$ cat src/usp_pkg.sv
// Purpose: Shared constants and types for the four-mode serial port.
// Assumes: 20 MHz mclk; AHB-Lite register access with 32-bit words.
// Notes:   Register offsets are byte addresses within a 16-byte window.
`default_nettype none
package usp_pkg;
  localparam int DW = 32;
  localparam int AW = 32;
  localparam logic [1:0] HTRANS_NONSEQ = 2'h2;
  // Register byte offsets
  localparam logic [3:0] ADR_CTRL = 4'h0;
  localparam logic [3:0] ADR_BUF  = 4'h4;
  localparam logic [3:0] ADR_PWR  = 4'h8;
  localparam logic [3:0] ADR_TMR  = 4'hc;
  // serial_control_register fields
  localparam int B_RXDONE = 0;
  localparam int B_TXDONE = 1;
  localparam int B_RX9    = 2;
  localparam int B_TX9    = 3;
  localparam int B_REN    = 4;
  localparam int B_FILT   = 5;
  localparam int MODE_LO  = 6;
  localparam int MODE_HI  = 7;
  localparam int B_IEN    = 8;
  // power_control_register and timer configuration fields
  localparam int B_DBL    = 7;
  localparam int T1R_HI   = 7;
  localparam int B_T1SEL  = 8;
  localparam int B_TXT2   = 9;
  localparam int B_RXT2   = 10;
  localparam int T2R_LO   = 16;
  localparam int T2R_HI   = 31;
  localparam logic [7:0]  RST_CTRL = 8'h00;
  localparam logic [7:0]  RST_T1R  = 8'h00;
  localparam logic [15:0] RST_T2R  = 16'h0000;
  // Timing counts (terminal values; M0_HALF and OS_MID are mid-point values)
  localparam logic [3:0]  M0_DIV_M1  = 4'hb;
  localparam logic [3:0]  M0_HALF    = 4'h6;
  localparam logic [3:0]  M0_LAST    = 4'h7;
  localparam logic [3:0]  OS_LAST    = 4'hf;
  localparam logic [3:0]  OS_MID     = 4'h7;
  localparam logic [1:0]  M2_SLOW_M1 = 2'h3;
  localparam logic [1:0]  M2_FAST_M1 = 2'h1;
  localparam logic [3:0]  T1_PRE_M1  = 4'hb;
  localparam logic [7:0]  T1_TOP     = 8'hff;
  localparam logic [15:0] T2_TOP     = 16'hffff;
  localparam logic [3:0]  STOP8_IDX  = 4'h9;
  localparam logic [3:0]  STOP9_IDX  = 4'ha;
  localparam logic [3:0]  RX8_LAST   = 4'h7;
  localparam logic [3:0]  RX9_LAST   = 4'h8;
  typedef enum logic [1:0] {MODE_SYNC, MODE_ASYNC8, MODE_FIX9, MODE_VAR9} usp_mode_type;
  typedef enum logic [2:0] {TX_IDLE, TX_ASYNC, TX_SYNC_OUT, TX_SYNC_IN, TX_SYNC_END}
    usp_tx_state_type;
  typedef enum logic [1:0] {RX_IDLE, RX_START, RX_BITS, RX_STOP} usp_rx_state_type;
endpackage : usp_pkg
`default_nettype wire

$ cat src/usp_tick_if.sv
// Purpose: Timer configuration and overflow ticks between core and timers.
// Assumes: Single mclk domain.
// Notes:   Ticks are one-cycle pulses.
`timescale 1ns/1ps
`default_nettype none
interface usp_tick_if;
  logic [7:0]  t1_reload;
  logic        t1_fast;
  logic [15:0] t2_reload;
  logic        t1_ovf;
  logic        t2_ovf;
  modport gen (input t1_reload, input t1_fast, input t2_reload,
               output t1_ovf, output t2_ovf);
  modport core (output t1_reload, output t1_fast, output t2_reload,
                input t1_ovf, input t2_ovf);
endinterface : usp_tick_if
`default_nettype wire

$ cat src/usp_baud_gen.sv
// Purpose: Timer 1 (8-bit auto-reload) and Timer 2 (16-bit reload) tick sources.
// Assumes: Timer 2 counts at mclk/2; Timer 1 at mclk or mclk/12.
// Notes:   Overflow ticks are registered one-cycle pulses.
`timescale 1ns/1ps
`default_nettype none
module usp_baud_gen (
  input wire logic mclk,
  input wire logic sys_rst,
  usp_tick_if.gen  tk
);
  import usp_pkg::*;
  logic [3:0]  pre_r;
  logic        t2_ph_r;
  logic [7:0]  t1_cnt_r;
  logic [15:0] t2_cnt_r;
  logic        t1_ovf_r;
  logic        t2_ovf_r;
  logic [7:0]  t1_rl_r;
  logic [15:0] t2_rl_r;
  wire         pre_end = (pre_r == T1_PRE_M1);
  wire         t1_en   = tk.t1_fast | pre_end;
  wire         t1_wrap = t1_en & (t1_cnt_r == T1_TOP);
  wire         t2_wrap = t2_ph_r & (t2_cnt_r == T2_TOP);
  // A new reload value restarts the count, so the first overflow is not a full wrap away
  wire         t1_new  = (tk.t1_reload != t1_rl_r);
  wire         t2_new  = (tk.t2_reload != t2_rl_r);

  always_ff @(posedge mclk or posedge sys_rst) begin
    if (sys_rst) begin
      pre_r   <= 4'h0;
      t2_ph_r <= 1'b0;
    end else begin
      pre_r   <= pre_end ? 4'h0 : pre_r + 4'h1;
      t2_ph_r <= ~t2_ph_r;
    end
  end

  // Auto-reload: the count restarts at the reload value, so rate = clk/(256-reload)
  always_ff @(posedge mclk or posedge sys_rst) begin
    if (sys_rst) begin
      t1_cnt_r <= RST_T1R;
      t1_ovf_r <= 1'b0;
      t1_rl_r  <= RST_T1R;
    end else begin
      t1_ovf_r <= t1_wrap;
      t1_rl_r  <= tk.t1_reload;
      if (t1_wrap | t1_new) t1_cnt_r <= tk.t1_reload;
      else if (t1_en) t1_cnt_r <= t1_cnt_r + 8'h01;
    end
  end

  always_ff @(posedge mclk or posedge sys_rst) begin
    if (sys_rst) begin
      t2_cnt_r <= RST_T2R;
      t2_ovf_r <= 1'b0;
      t2_rl_r  <= RST_T2R;
    end else begin
      t2_ovf_r <= t2_wrap;
      t2_rl_r  <= tk.t2_reload;
      if (t2_wrap | t2_new) t2_cnt_r <= tk.t2_reload;
      else if (t2_ph_r) t2_cnt_r <= t2_cnt_r + 16'h0001;
    end
  end

  assign tk.t1_ovf = t1_ovf_r;
  assign tk.t2_ovf = t2_ovf_r;
endmodule : usp_baud_gen
`default_nettype wire

$ cat src/usp_top.sv
// Purpose: Four-mode serial port (sync shift mode, three async modes) on AHB-Lite.
// Assumes: One 20 MHz clock; single-word AHB transfers; receive pin is open-drain.
// Notes:   Writes take effect in the data phase; reads answer with zero waits.
`timescale 1ns/1ps
`default_nettype none
module usp_top (
  input  wire logic                  mclk,
  input  wire logic                  sys_rst,
  input  wire logic                  hsel,
  input  wire logic [usp_pkg::AW-1:0] haddr,
  input  wire logic [1:0]            htrans,
  input  wire logic                  hwrite,
  input  wire logic [2:0]            hsize,
  input  wire logic [usp_pkg::DW-1:0] hwdata,
  input  wire logic                  hready,
  output var  logic                  hreadyout,
  output var  logic [usp_pkg::DW-1:0] hrdata,
  output var  logic                  hresp,
  input  wire logic                  rxd_i,
  output var  logic                  rxd_o,
  output var  logic                  rxd_oe,
  output var  logic                  txd_o,
  output var  logic                  irq
);
  import usp_pkg::*;

  function automatic logic os_pick(usp_mode_type m, logic use_t2, logic t1os,
                                   logic t2os, logic m2os);
    logic r;
    r = use_t2 ? t2os : t1os;
    if (m == MODE_FIX9) r = m2os;
    return r;
  endfunction : os_pick

  usp_tick_if tick_if ();

  logic [7:0]       ctrl_r;
  logic [7:0]       ctrl_nxt;
  logic             ien_r;
  logic             dbl_r;
  logic [7:0]       t1_reload_r;
  logic             t1_fast_r;
  logic             tx_t2_r;
  logic             rx_t2_r;
  logic [15:0]      t2_reload_r;
  logic [7:0]       rx_buf_r;
  logic             wr_pend_r;
  logic [3:0]       wr_addr_r;
  logic [DW-1:0]    hrdata_r;
  logic             t1_ph_r;
  logic [1:0]       m2_cnt_r;
  logic             rx_s1_r;
  logic             rx_s2_r;
  logic             rx_s3_r;
  usp_tx_state_type tx_st_r;
  logic [10:0]      tx_sh_r;
  logic [3:0]       tx_os_r;
  logic [3:0]       tx_bit_r;
  logic [3:0]       m0_cnt_r;
  usp_rx_state_type rx_st_r;
  logic [8:0]       rx_sh_r;
  logic [3:0]       rx_os_r;
  logic [3:0]       rx_bit_r;
  logic             txd_r;
  logic             rxd_oe_r;
  logic             rxd_o_r;
  logic             irq_r;

  usp_baud_gen u_gen (
    .mclk    (mclk),
    .sys_rst (sys_rst),
    .tk      (tick_if.gen)
  );

  assign tick_if.t1_reload = t1_reload_r;
  assign tick_if.t1_fast   = t1_fast_r;
  assign tick_if.t2_reload = t2_reload_r;

  // Bus decode
  wire          acc      = hsel & hready & (htrans == HTRANS_NONSEQ);
  wire          in_range = (haddr[AW-1:4] == '0);
  wire          wr_ctrl  = wr_pend_r & (wr_addr_r == ADR_CTRL);
  wire          wr_buf   = wr_pend_r & (wr_addr_r == ADR_BUF);
  wire          wr_pwr   = wr_pend_r & (wr_addr_r == ADR_PWR);
  wire          wr_tmr   = wr_pend_r & (wr_addr_r == ADR_TMR);
  wire [DW-1:0] rd_ctrl  = {23'h000000, ien_r, ctrl_r};
  wire [DW-1:0] rd_buf   = {24'h000000, rx_buf_r};
  wire [DW-1:0] rd_pwr   = {24'h000000, dbl_r, 7'h00};
  wire [DW-1:0] rd_tmr   = {t2_reload_r, 5'h00, rx_t2_r, tx_t2_r, t1_fast_r, t1_reload_r};
  wire [DW-1:0] rd_word  = !in_range ? '0 :
                           (haddr[3:0] == ADR_CTRL) ? rd_ctrl :
                           (haddr[3:0] == ADR_BUF)  ? rd_buf  :
                           (haddr[3:0] == ADR_PWR)  ? rd_pwr  :
                           (haddr[3:0] == ADR_TMR)  ? rd_tmr  : '0;

  // Control fields
  wire usp_mode_type mode = usp_mode_type'(ctrl_r[MODE_HI:MODE_LO]);
  wire m0_sel  = (mode == MODE_SYNC);
  wire nine    = (mode == MODE_FIX9) | (mode == MODE_VAR9);
  wire ren     = ctrl_r[B_REN];
  wire filt    = ctrl_r[B_FILT];
  wire rx_done = ctrl_r[B_RXDONE];

  // Baud oversampling ticks, sixteen per bit
  wire m2_end = (m2_cnt_r == (dbl_r ? M2_FAST_M1 : M2_SLOW_M1));
  wire os_t1  = tick_if.t1_ovf & (dbl_r | t1_ph_r);
  wire os_t2  = tick_if.t2_ovf;
  wire tx_os  = os_pick(mode, tx_t2_r, os_t1, os_t2, m2_end);
  wire rx_os  = os_pick(mode, rx_t2_r, os_t1, os_t2, m2_end);

  // Transmit/sync engine decode
  wire [3:0] stop_idx  = nine ? STOP9_IDX : STOP8_IDX;
  wire       tx_idle   = (tx_st_r == TX_IDLE);
  wire       tx_bitend = tx_os & (tx_os_r == OS_LAST);
  wire       m0_end    = (m0_cnt_r == M0_DIV_M1);
  wire       m0_mid    = (m0_cnt_r == M0_HALF);
  wire       m0_last   = m0_end & (tx_bit_r == M0_LAST);
  wire       m0_rx_go  = tx_idle & m0_sel & ren & ~rx_done & ~wr_buf;
  wire       tx_set    = (tx_st_r == TX_ASYNC) & tx_bitend &
                         (tx_bit_r == stop_idx - 4'h1);
  wire       m0_tx_set = (tx_st_r == TX_SYNC_OUT) & m0_last;

  // Receive engine decode
  wire       rx_fall   = rx_s3_r & ~rx_s2_r;
  wire       rx_tkend  = rx_os & (rx_os_r == OS_LAST);
  wire [3:0] rx_last   = nine ? RX9_LAST : RX8_LAST;
  wire       rx9_val   = nine ? rx_sh_r[8] : rx_s2_r;
  wire [7:0] rx_data   = nine ? rx_sh_r[7:0] : rx_sh_r[8:1];
  wire       rx_load   = (rx_st_r == RX_STOP) & rx_tkend & ~rx_done &
                         (~filt | rx9_val);
  wire       m0_rx_ld  = (tx_st_r == TX_SYNC_END);

  // Bus slave: zero-wait, always OKAY
  always_ff @(posedge mclk or posedge sys_rst) begin
    if (sys_rst) begin
      wr_pend_r <= 1'b0;
      wr_addr_r <= 4'h0;
      hrdata_r  <= '0;
    end else begin
      wr_pend_r <= acc & hwrite & in_range;
      wr_addr_r <= haddr[3:0];
      if (acc & ~hwrite) hrdata_r <= rd_word;
    end
  end

  // Hardware sets win over a software clear in the same cycle
  always_comb begin
    ctrl_nxt = wr_ctrl ? hwdata[7:0] : ctrl_r;
    if (rx_load) ctrl_nxt[B_RX9] = rx9_val;
    if (tx_set | m0_tx_set) ctrl_nxt[B_TXDONE] = 1'b1;
    if (rx_load | m0_rx_ld) ctrl_nxt[B_RXDONE] = 1'b1;
  end

  always_ff @(posedge mclk or posedge sys_rst) begin
    if (sys_rst) begin
      ctrl_r      <= RST_CTRL;
      ien_r       <= 1'b0;
      dbl_r       <= 1'b0;
      t1_reload_r <= RST_T1R;
      t1_fast_r   <= 1'b0;
      tx_t2_r     <= 1'b0;
      rx_t2_r     <= 1'b0;
      t2_reload_r <= RST_T2R;
    end else begin
      ctrl_r <= ctrl_nxt;
      if (wr_ctrl) ien_r <= hwdata[B_IEN];
      if (wr_pwr) dbl_r <= hwdata[B_DBL];
      if (wr_tmr) begin
        t1_reload_r <= hwdata[T1R_HI:0];
        t1_fast_r   <= hwdata[B_T1SEL];
        tx_t2_r     <= hwdata[B_TXT2];
        rx_t2_r     <= hwdata[B_RXT2];
        t2_reload_r <= hwdata[T2R_HI:T2R_LO];
      end
    end
  end

  // Received-byte holding register
  always_ff @(posedge mclk or posedge sys_rst) begin
    if (sys_rst) rx_buf_r <= 8'h00;
    else if (rx_load) rx_buf_r <= rx_data;
    else if (m0_rx_ld) rx_buf_r <= tx_sh_r[7:0];
  end

  always_ff @(posedge mclk or posedge sys_rst) begin
    if (sys_rst) begin
      t1_ph_r  <= 1'b0;
      m2_cnt_r <= 2'h0;
      rx_s1_r  <= 1'b1;
      rx_s2_r  <= 1'b1;
      rx_s3_r  <= 1'b1;
    end else begin
      if (tick_if.t1_ovf) t1_ph_r <= ~t1_ph_r;
      m2_cnt_r <= m2_end ? 2'h0 : m2_cnt_r + 2'h1;
      rx_s1_r  <= rxd_i;
      rx_s2_r  <= rx_s1_r;
      rx_s3_r  <= rx_s2_r;
    end
  end

  // Transmitter and mode 0 shift engine
  always_ff @(posedge mclk or posedge sys_rst) begin
    if (sys_rst) begin
      tx_st_r  <= TX_IDLE;
      tx_sh_r  <= '1;
      tx_os_r  <= 4'h0;
      tx_bit_r <= 4'h0;
      m0_cnt_r <= 4'h0;
    end else begin
      case (tx_st_r)
        TX_IDLE: begin
          tx_os_r  <= 4'h0;
          tx_bit_r <= 4'h0;
          m0_cnt_r <= 4'h0;
          if (wr_buf) begin
            // Frame: start, data LSB first, ninth or stop, stop
            tx_sh_r <= {1'b1, nine ? ctrl_r[B_TX9] : 1'b1, hwdata[7:0], 1'b0};
            if (m0_sel) tx_sh_r <= {3'h7, hwdata[7:0]};
            tx_st_r <= m0_sel ? TX_SYNC_OUT : TX_ASYNC;
          end else if (m0_rx_go) begin
            tx_st_r <= TX_SYNC_IN;
          end
        end
        TX_ASYNC: begin
          if (tx_os) tx_os_r <= tx_os_r + 4'h1;
          if (tx_bitend) begin
            tx_sh_r  <= {1'b1, tx_sh_r[10:1]};
            tx_bit_r <= tx_bit_r + 4'h1;
            if (tx_bit_r == stop_idx) tx_st_r <= TX_IDLE;
          end
        end
        TX_SYNC_OUT, TX_SYNC_IN: begin
          m0_cnt_r <= m0_end ? 4'h0 : m0_cnt_r + 4'h1;
          if ((tx_st_r == TX_SYNC_IN) & m0_mid)
            tx_sh_r <= {3'h7, rx_s2_r, tx_sh_r[7:1]};
          if (m0_end) begin
            tx_bit_r <= tx_bit_r + 4'h1;
            if (tx_st_r == TX_SYNC_OUT) tx_sh_r <= {1'b1, tx_sh_r[10:1]};
          end
          if (m0_last) tx_st_r <= (tx_st_r == TX_SYNC_IN) ? TX_SYNC_END : TX_IDLE;
        end
        TX_SYNC_END: begin
          tx_st_r <= TX_IDLE;
        end
        default: begin
          tx_st_r <= TX_IDLE;
        end
      endcase
    end
  end

  // Asynchronous receiver
  always_ff @(posedge mclk or posedge sys_rst) begin
    if (sys_rst) begin
      rx_st_r  <= RX_IDLE;
      rx_sh_r  <= 9'h000;
      rx_os_r  <= 4'h0;
      rx_bit_r <= 4'h0;
    end else begin
      if (rx_os) rx_os_r <= rx_os_r + 4'h1;
      case (rx_st_r)
        RX_IDLE: begin
          rx_os_r  <= 4'h0;
          rx_bit_r <= 4'h0;
          if (~m0_sel & ren & rx_fall) rx_st_r <= RX_START;
        end
        RX_START: begin
          if (rx_os & (rx_os_r == OS_MID)) begin
            rx_os_r <= 4'h0;
            rx_st_r <= rx_s2_r ? RX_IDLE : RX_BITS;
          end
        end
        RX_BITS: begin
          if (rx_tkend) begin
            rx_sh_r  <= {rx_s2_r, rx_sh_r[8:1]};
            rx_bit_r <= rx_bit_r + 4'h1;
            if (rx_bit_r == rx_last) rx_st_r <= RX_STOP;
          end
        end
        RX_STOP: begin
          if (rx_tkend) rx_st_r <= RX_IDLE;
        end
        default: begin
          rx_st_r <= RX_IDLE;
        end
      endcase
      if (m0_sel) rx_st_r <= RX_IDLE;
    end
  end

  // Pin drivers; mode 0 clock low in first half of each bit
  always_ff @(posedge mclk or posedge sys_rst) begin
    if (sys_rst) begin
      txd_r    <= 1'b1;
      rxd_oe_r <= 1'b0;
      rxd_o_r  <= 1'b0;
      irq_r    <= 1'b0;
    end else begin
      case (tx_st_r)
        TX_ASYNC: txd_r <= tx_sh_r[0];
        TX_SYNC_OUT, TX_SYNC_IN: txd_r <= (m0_cnt_r >= M0_HALF);
        default: txd_r <= 1'b1;
      endcase
      rxd_oe_r <= (tx_st_r == TX_SYNC_OUT) & ~tx_sh_r[0];
      rxd_o_r  <= 1'b0;
      irq_r    <= ien_r & (ctrl_r[B_TXDONE] | ctrl_r[B_RXDONE]);
    end
  end

  assign hreadyout = 1'b1;
  assign hresp     = 1'b0;
  assign hrdata    = hrdata_r;
  assign txd_o     = txd_r;
  assign rxd_oe    = rxd_oe_r;
  assign rxd_o     = rxd_o_r;
  assign irq       = irq_r;
endmodule : usp_top
`default_nettype wire

$ cat config.mk
export PLATFORM = sky130hd
export DESIGN_NAME = usp_top
export DESIGN_NICKNAME = d
export VERILOG_FILES = /design/src/usp_pkg.sv /design/src/usp_tick_if.sv /design/src/usp_baud_gen.sv /design/src/usp_top.sv
export SDC_FILE = /design/constraint.sdc
export NUM_CORES = 1
export LEC_CHECK = 0
export BUFFER_PORTS_ARGS = -buffer_cell sky130_fd_sc_hd__buf_2
export CAP_MARGIN = 20
export CELL_PAD_IN_SITES_DETAIL_PLACEMENT = 1
export CELL_PAD_IN_SITES_GLOBAL_PLACEMENT = 1
export CORE_ASPECT_RATIO = 0.6
export CORE_UTILIZATION = 30
export CTS_CLUSTER_DIAMETER = 100
export DETAILED_ROUTE_END_ITERATION = 7
export HOLD_SLACK_MARGIN = 0.15
export PLACE_DENSITY_LB_ADDON = 0.1
export SLEW_MARGIN = 20
export SYNTH_ARGS = -nofsm -noshare
export SYNTH_HDL_FRONTEND = slang
export SYNTH_SLANG_ARGS = --single-unit
$ cat constraint.sdc
create_clock -name mclk -period 5.4 [get_ports mclk]
set_input_delay 0 -clock mclk [delete_from_list [all_inputs] [get_ports mclk]]
set_output_delay 0 -clock mclk [all_outputs]
set_load 0.1 [all_outputs]
==> results.sh <==
export IMPL_outcome="finished, final reports clean"
export IMPL_grt_overflow_total=0
export IMPL_arrival_ps=3520
export IMPL_clockBufferDepth=2
export IMPL_reg2reg_depth=5
export IMPL_clk_latency_ps=450
export IMPL_synthArstFlopShare=1.00
export IMPL_antenna_found_initial=1
export IMPL_dieArea_um2=29500
export IMPL_wl_met3_um=840
export IMPL_fin_crit_sh=0.583
export IMPL_final_hold_viol_count=0
export IMPL_routed_via_count=6392
export IMPL_drt_met1_wl_um=13900
export IMPL_drc=0
export IMPL_cp_start_kind="primary input"
export IMPL_nets=954
export IMPL_ant_nets=0
export IMPL_clock_skew_final_ps=9.03
export IMPL_die_w_um=221
export IMPL_p_leak_uw=0.00476
export IMPL_syn_inst=742
export IMPL_ys_seq_elements=186
export IMPL_cp_end_kind="flop"
export IMPL_synth_warning_count=0
export IMPL_cts_made_buffers=17
export IMPL_timing_hold_ws_ps=196
export IMPL_htreeDepth=4
export IMPL_post_cts_buffers=0
export IMPL_synth_edf_count=0
export IMPL_initial_core_util=0.310
export IMPL_cts_sinks=186
export IMPL_viasPerCell=5.11
export IMPL_cp_max_fo=18
export IMPL_synth_flop_cell="dfrtp_1"
export IMPL_synth_cell_area_um2=8650
export IMPL_grt_pass1_wl_um=39800
export IMPL_cts_tree="built"
export IMPL_total_power_uw=3230
export IMPL_fillers=3036
export IMPL_slew_headroom=0.346
export IMPL_maxUsedRoutingLayer="met4"
export IMPL_root_buffer="clkbuf_16"
export IMPL_drtIter0Drc=364
export IMPL_gp_congestion=0.805
export IMPL_clk_pin_slew_ps=70
export IMPL_synth_seq_area_share=0.540
export IMPL_area_delta_synth_final_pct=21.9
export IMPL_num_rows=47
export IMPL_wl_met2_um=9940
export IMPL_fmax_ghz=0.318
export IMPL_hold_buffers=39
export IMPL_syn_avg_cell_area_um2=11.7
export IMPL_die_y_um=134
export IMPL_hold_path_class="primary input to flop"
export IMPL_port_buffers=96
export IMPL_rsz0062_at_grt="false"
export IMPL_maxCapViolations=0
export IMPL_pin_count=113
export IMPL_fin_crit_ps=3150
export IMPL_core_um2=27900
export IMPL_critPathRequiredTime_ps=5780
export IMPL_place_hpwl_um=18300
export IMPL_wl_um=24900
export IMPL_setup_tns_ps=0
export IMPL_cts_resized=0
export IMPL_worst_pin_slew_ps=980
export IMPL_track_usage=0.179
export IMPL_drive_gt1_frac=0.249
export IMPL_power_per_cell_area_nw_per_um2=306
export IMPL_worstSetupPathType="primary input to flop"
export IMPL_whs_path_depth=2
export IMPL_ir_drop_uv=179
export IMPL_slew_viol_final=0
export IMPL_first_global_vias=6826
export IMPL_finalSetupViolations=0
export IMPL_firstDrtPassIters=5
export IMPL_synthDistinctLibCells=63
export IMPL_grt_max_degree=137
export IMPL_post_drt_wl_per_cell_um=19.9
[worst max-delay path, stage by stage]
cell	delay, ps
dlygate4sd3_1	540
buf_2	120
nor4_1	240
dlygate4sd3_1	580
nand3_1	80
dlygate4sd3_1	580
nor2_1	300
and3_1	840
a22o_1	240
[metal layers]
metal / vias to the layer above / global-route usage
li1: 2953 / -
met5: - / 0
met2: 136 / 0.244
met1: 3288 / 0.282
met3: 15 / 0.0285
met4: 0 / 0.0559
[kinds of logic after synthesis]
| family | Yosys count | share of synthesized area |
|---|---|---|
| compound gates | 135 | 0.113 |
| simple gates | 201 | 0.123 |
| xor+xnor | 50 | 0.0506 |
| other cells | 2 | 0.000868 |
| fa+ha+maj | 9 | 0.0130 |
| mux | 102 | 0.128 |
| flops | 186 | 0.540 |
| buf+inv | 57 | 0.0305 |
[worst paths after layout]
path,startpoint,endpoint,slack (ps)
worst max-delay path,haddr[18],hrdata[17]$_DFFE_PP0P_,2250
worst max register to register,t2_reload_r[0]$_DFFE_PP0P_,u_gen.t2_cnt_r[2]$_DFFE_PP0P_,2650
worst min register to register,rx_s1_r$_DFF_PP1_,rx_s2_r$_DFF_PP1_,360
worst min-delay path,rxd_i,rx_s1_r$_DFF_PP1_,200
min in group asynchronous,sys_rst,rx_bit_r[0]$_DFFE_PP0P_,300
max in group asynchronous,sys_rst,tx_st_r[0]$_DFFE_PP0P_,3780
[report_power, final]
group | leakage [µW] | internal [µW] | total (µW) | switching (µW)
registers | 0.00233 | 1470 | 1560 | 82.2
logic | 0.00210 | 97.4 | 213 | 116
clock network | 0.000337 | 886 | 1460 | 570
[area by class of cell]
type | instances | area, µm² | area share
Clock buffer | 18 | 439 | 0.0417
Inverter | 19 | 78.8 | 0.00748
Clock inverter | 14 | 241 | 0.0229
Antenna cell | 1 | 2.50 | 0.000237
Timing Repair Buffer | 141 | 916 | 0.0869
Multi-Input combinational cell | 505 | 3730 | 0.354
Tap cell | 367 | 459 | 0.0436
Sequential cell | 186 | 4670 | 0.443
[cell usage in the layout, fill, tap and decap left out, drive strengths merged, types with 18 or more instances in the layout]
cell type,count
nor2,32
nand3,23
a21oi,24
o21ai,26
nor3,18
dlygate4sd3,39
inv,22
mux2,62
nand2,43
mux2i,39
clkbuf,18
xor2,37
a22o,31
buf,102
dfrtp,171
[through the flow]
step / cell area [µm²] / worst slack, ps / utilization / instances
floorplan: 8670 / 368 / - / 748
global placement: 9470 / 2640 / 0.339 / 1179
detailed placement: 9470 / 2640 / 0.339 / 1179
CTS: 10500 / 2180 / 0.377 / 1250
global route: 10500 / 2000 / 0.377 / 1250
finish: 10500 / 2250 / 0.377 / 1251
[synth_stat cells, types with 4 or more instances]
cell type	number	area share
xnor2_1	13	0.013
a32o_1	4	0.0046
nor4_1	14	0.010
nand3_1	23	0.013
or3_1	5	0.0036
o21ai_1	4	0.0023
nand4_1	11	0.0080
xor2_1	37	0.037
mux2_2	62	0.081
o21ai_0	22	0.013
nor2_1	31	0.013
and3_1	6	0.0043
and2_1	4	0.0029
dfstp_2	15	0.046
and4_1	5	0.0051
nand3b_1	4	0.0035
nand2b_1	11	0.0080
buf_4	9	0.0078
inv_1	19	0.0082
dfrtp_1	171	0.49
nand2_1	43	0.019
o2bb2ai_1	9	0.0091
o211ai_1	8	0.0069
nor2b_1	9	0.0065
nor3_1	18	0.010
clkbuf_1	18	0.0078
a22o_1	31	0.031
a31oi_1	4	0.0029
buf_2	7	0.0041
ha_1	9	0.013
mux2i_1	39	0.045
o31ai_1	6	0.0052
a21oi_1	23	0.013
[state kept, by name, summed over array words and instances (netlist names), 3 cells and up]
register / count
t2_reload_r: 16
ctrl_r: 8
t1_reload_r: 8
wr_addr_r: 4
u_gen.t2_rl_r: 16
rx_bit_r: 4
tx_bit_r: 4
u_gen.t1_cnt_r: 8
tx_sh_r: 11
tx_st_r: 3
u_gen.t2_cnt_r: 16
rx_sh_r: 9
tx_os_r: 4
u_gen.pre_r: 4
hrdata: 27
m0_cnt_r: 4
rx_os_r: 4
u_gen.t1_rl_r: 8
rx_buf_r: 8
Note: power is estimated with default switching activity, not from simulation.
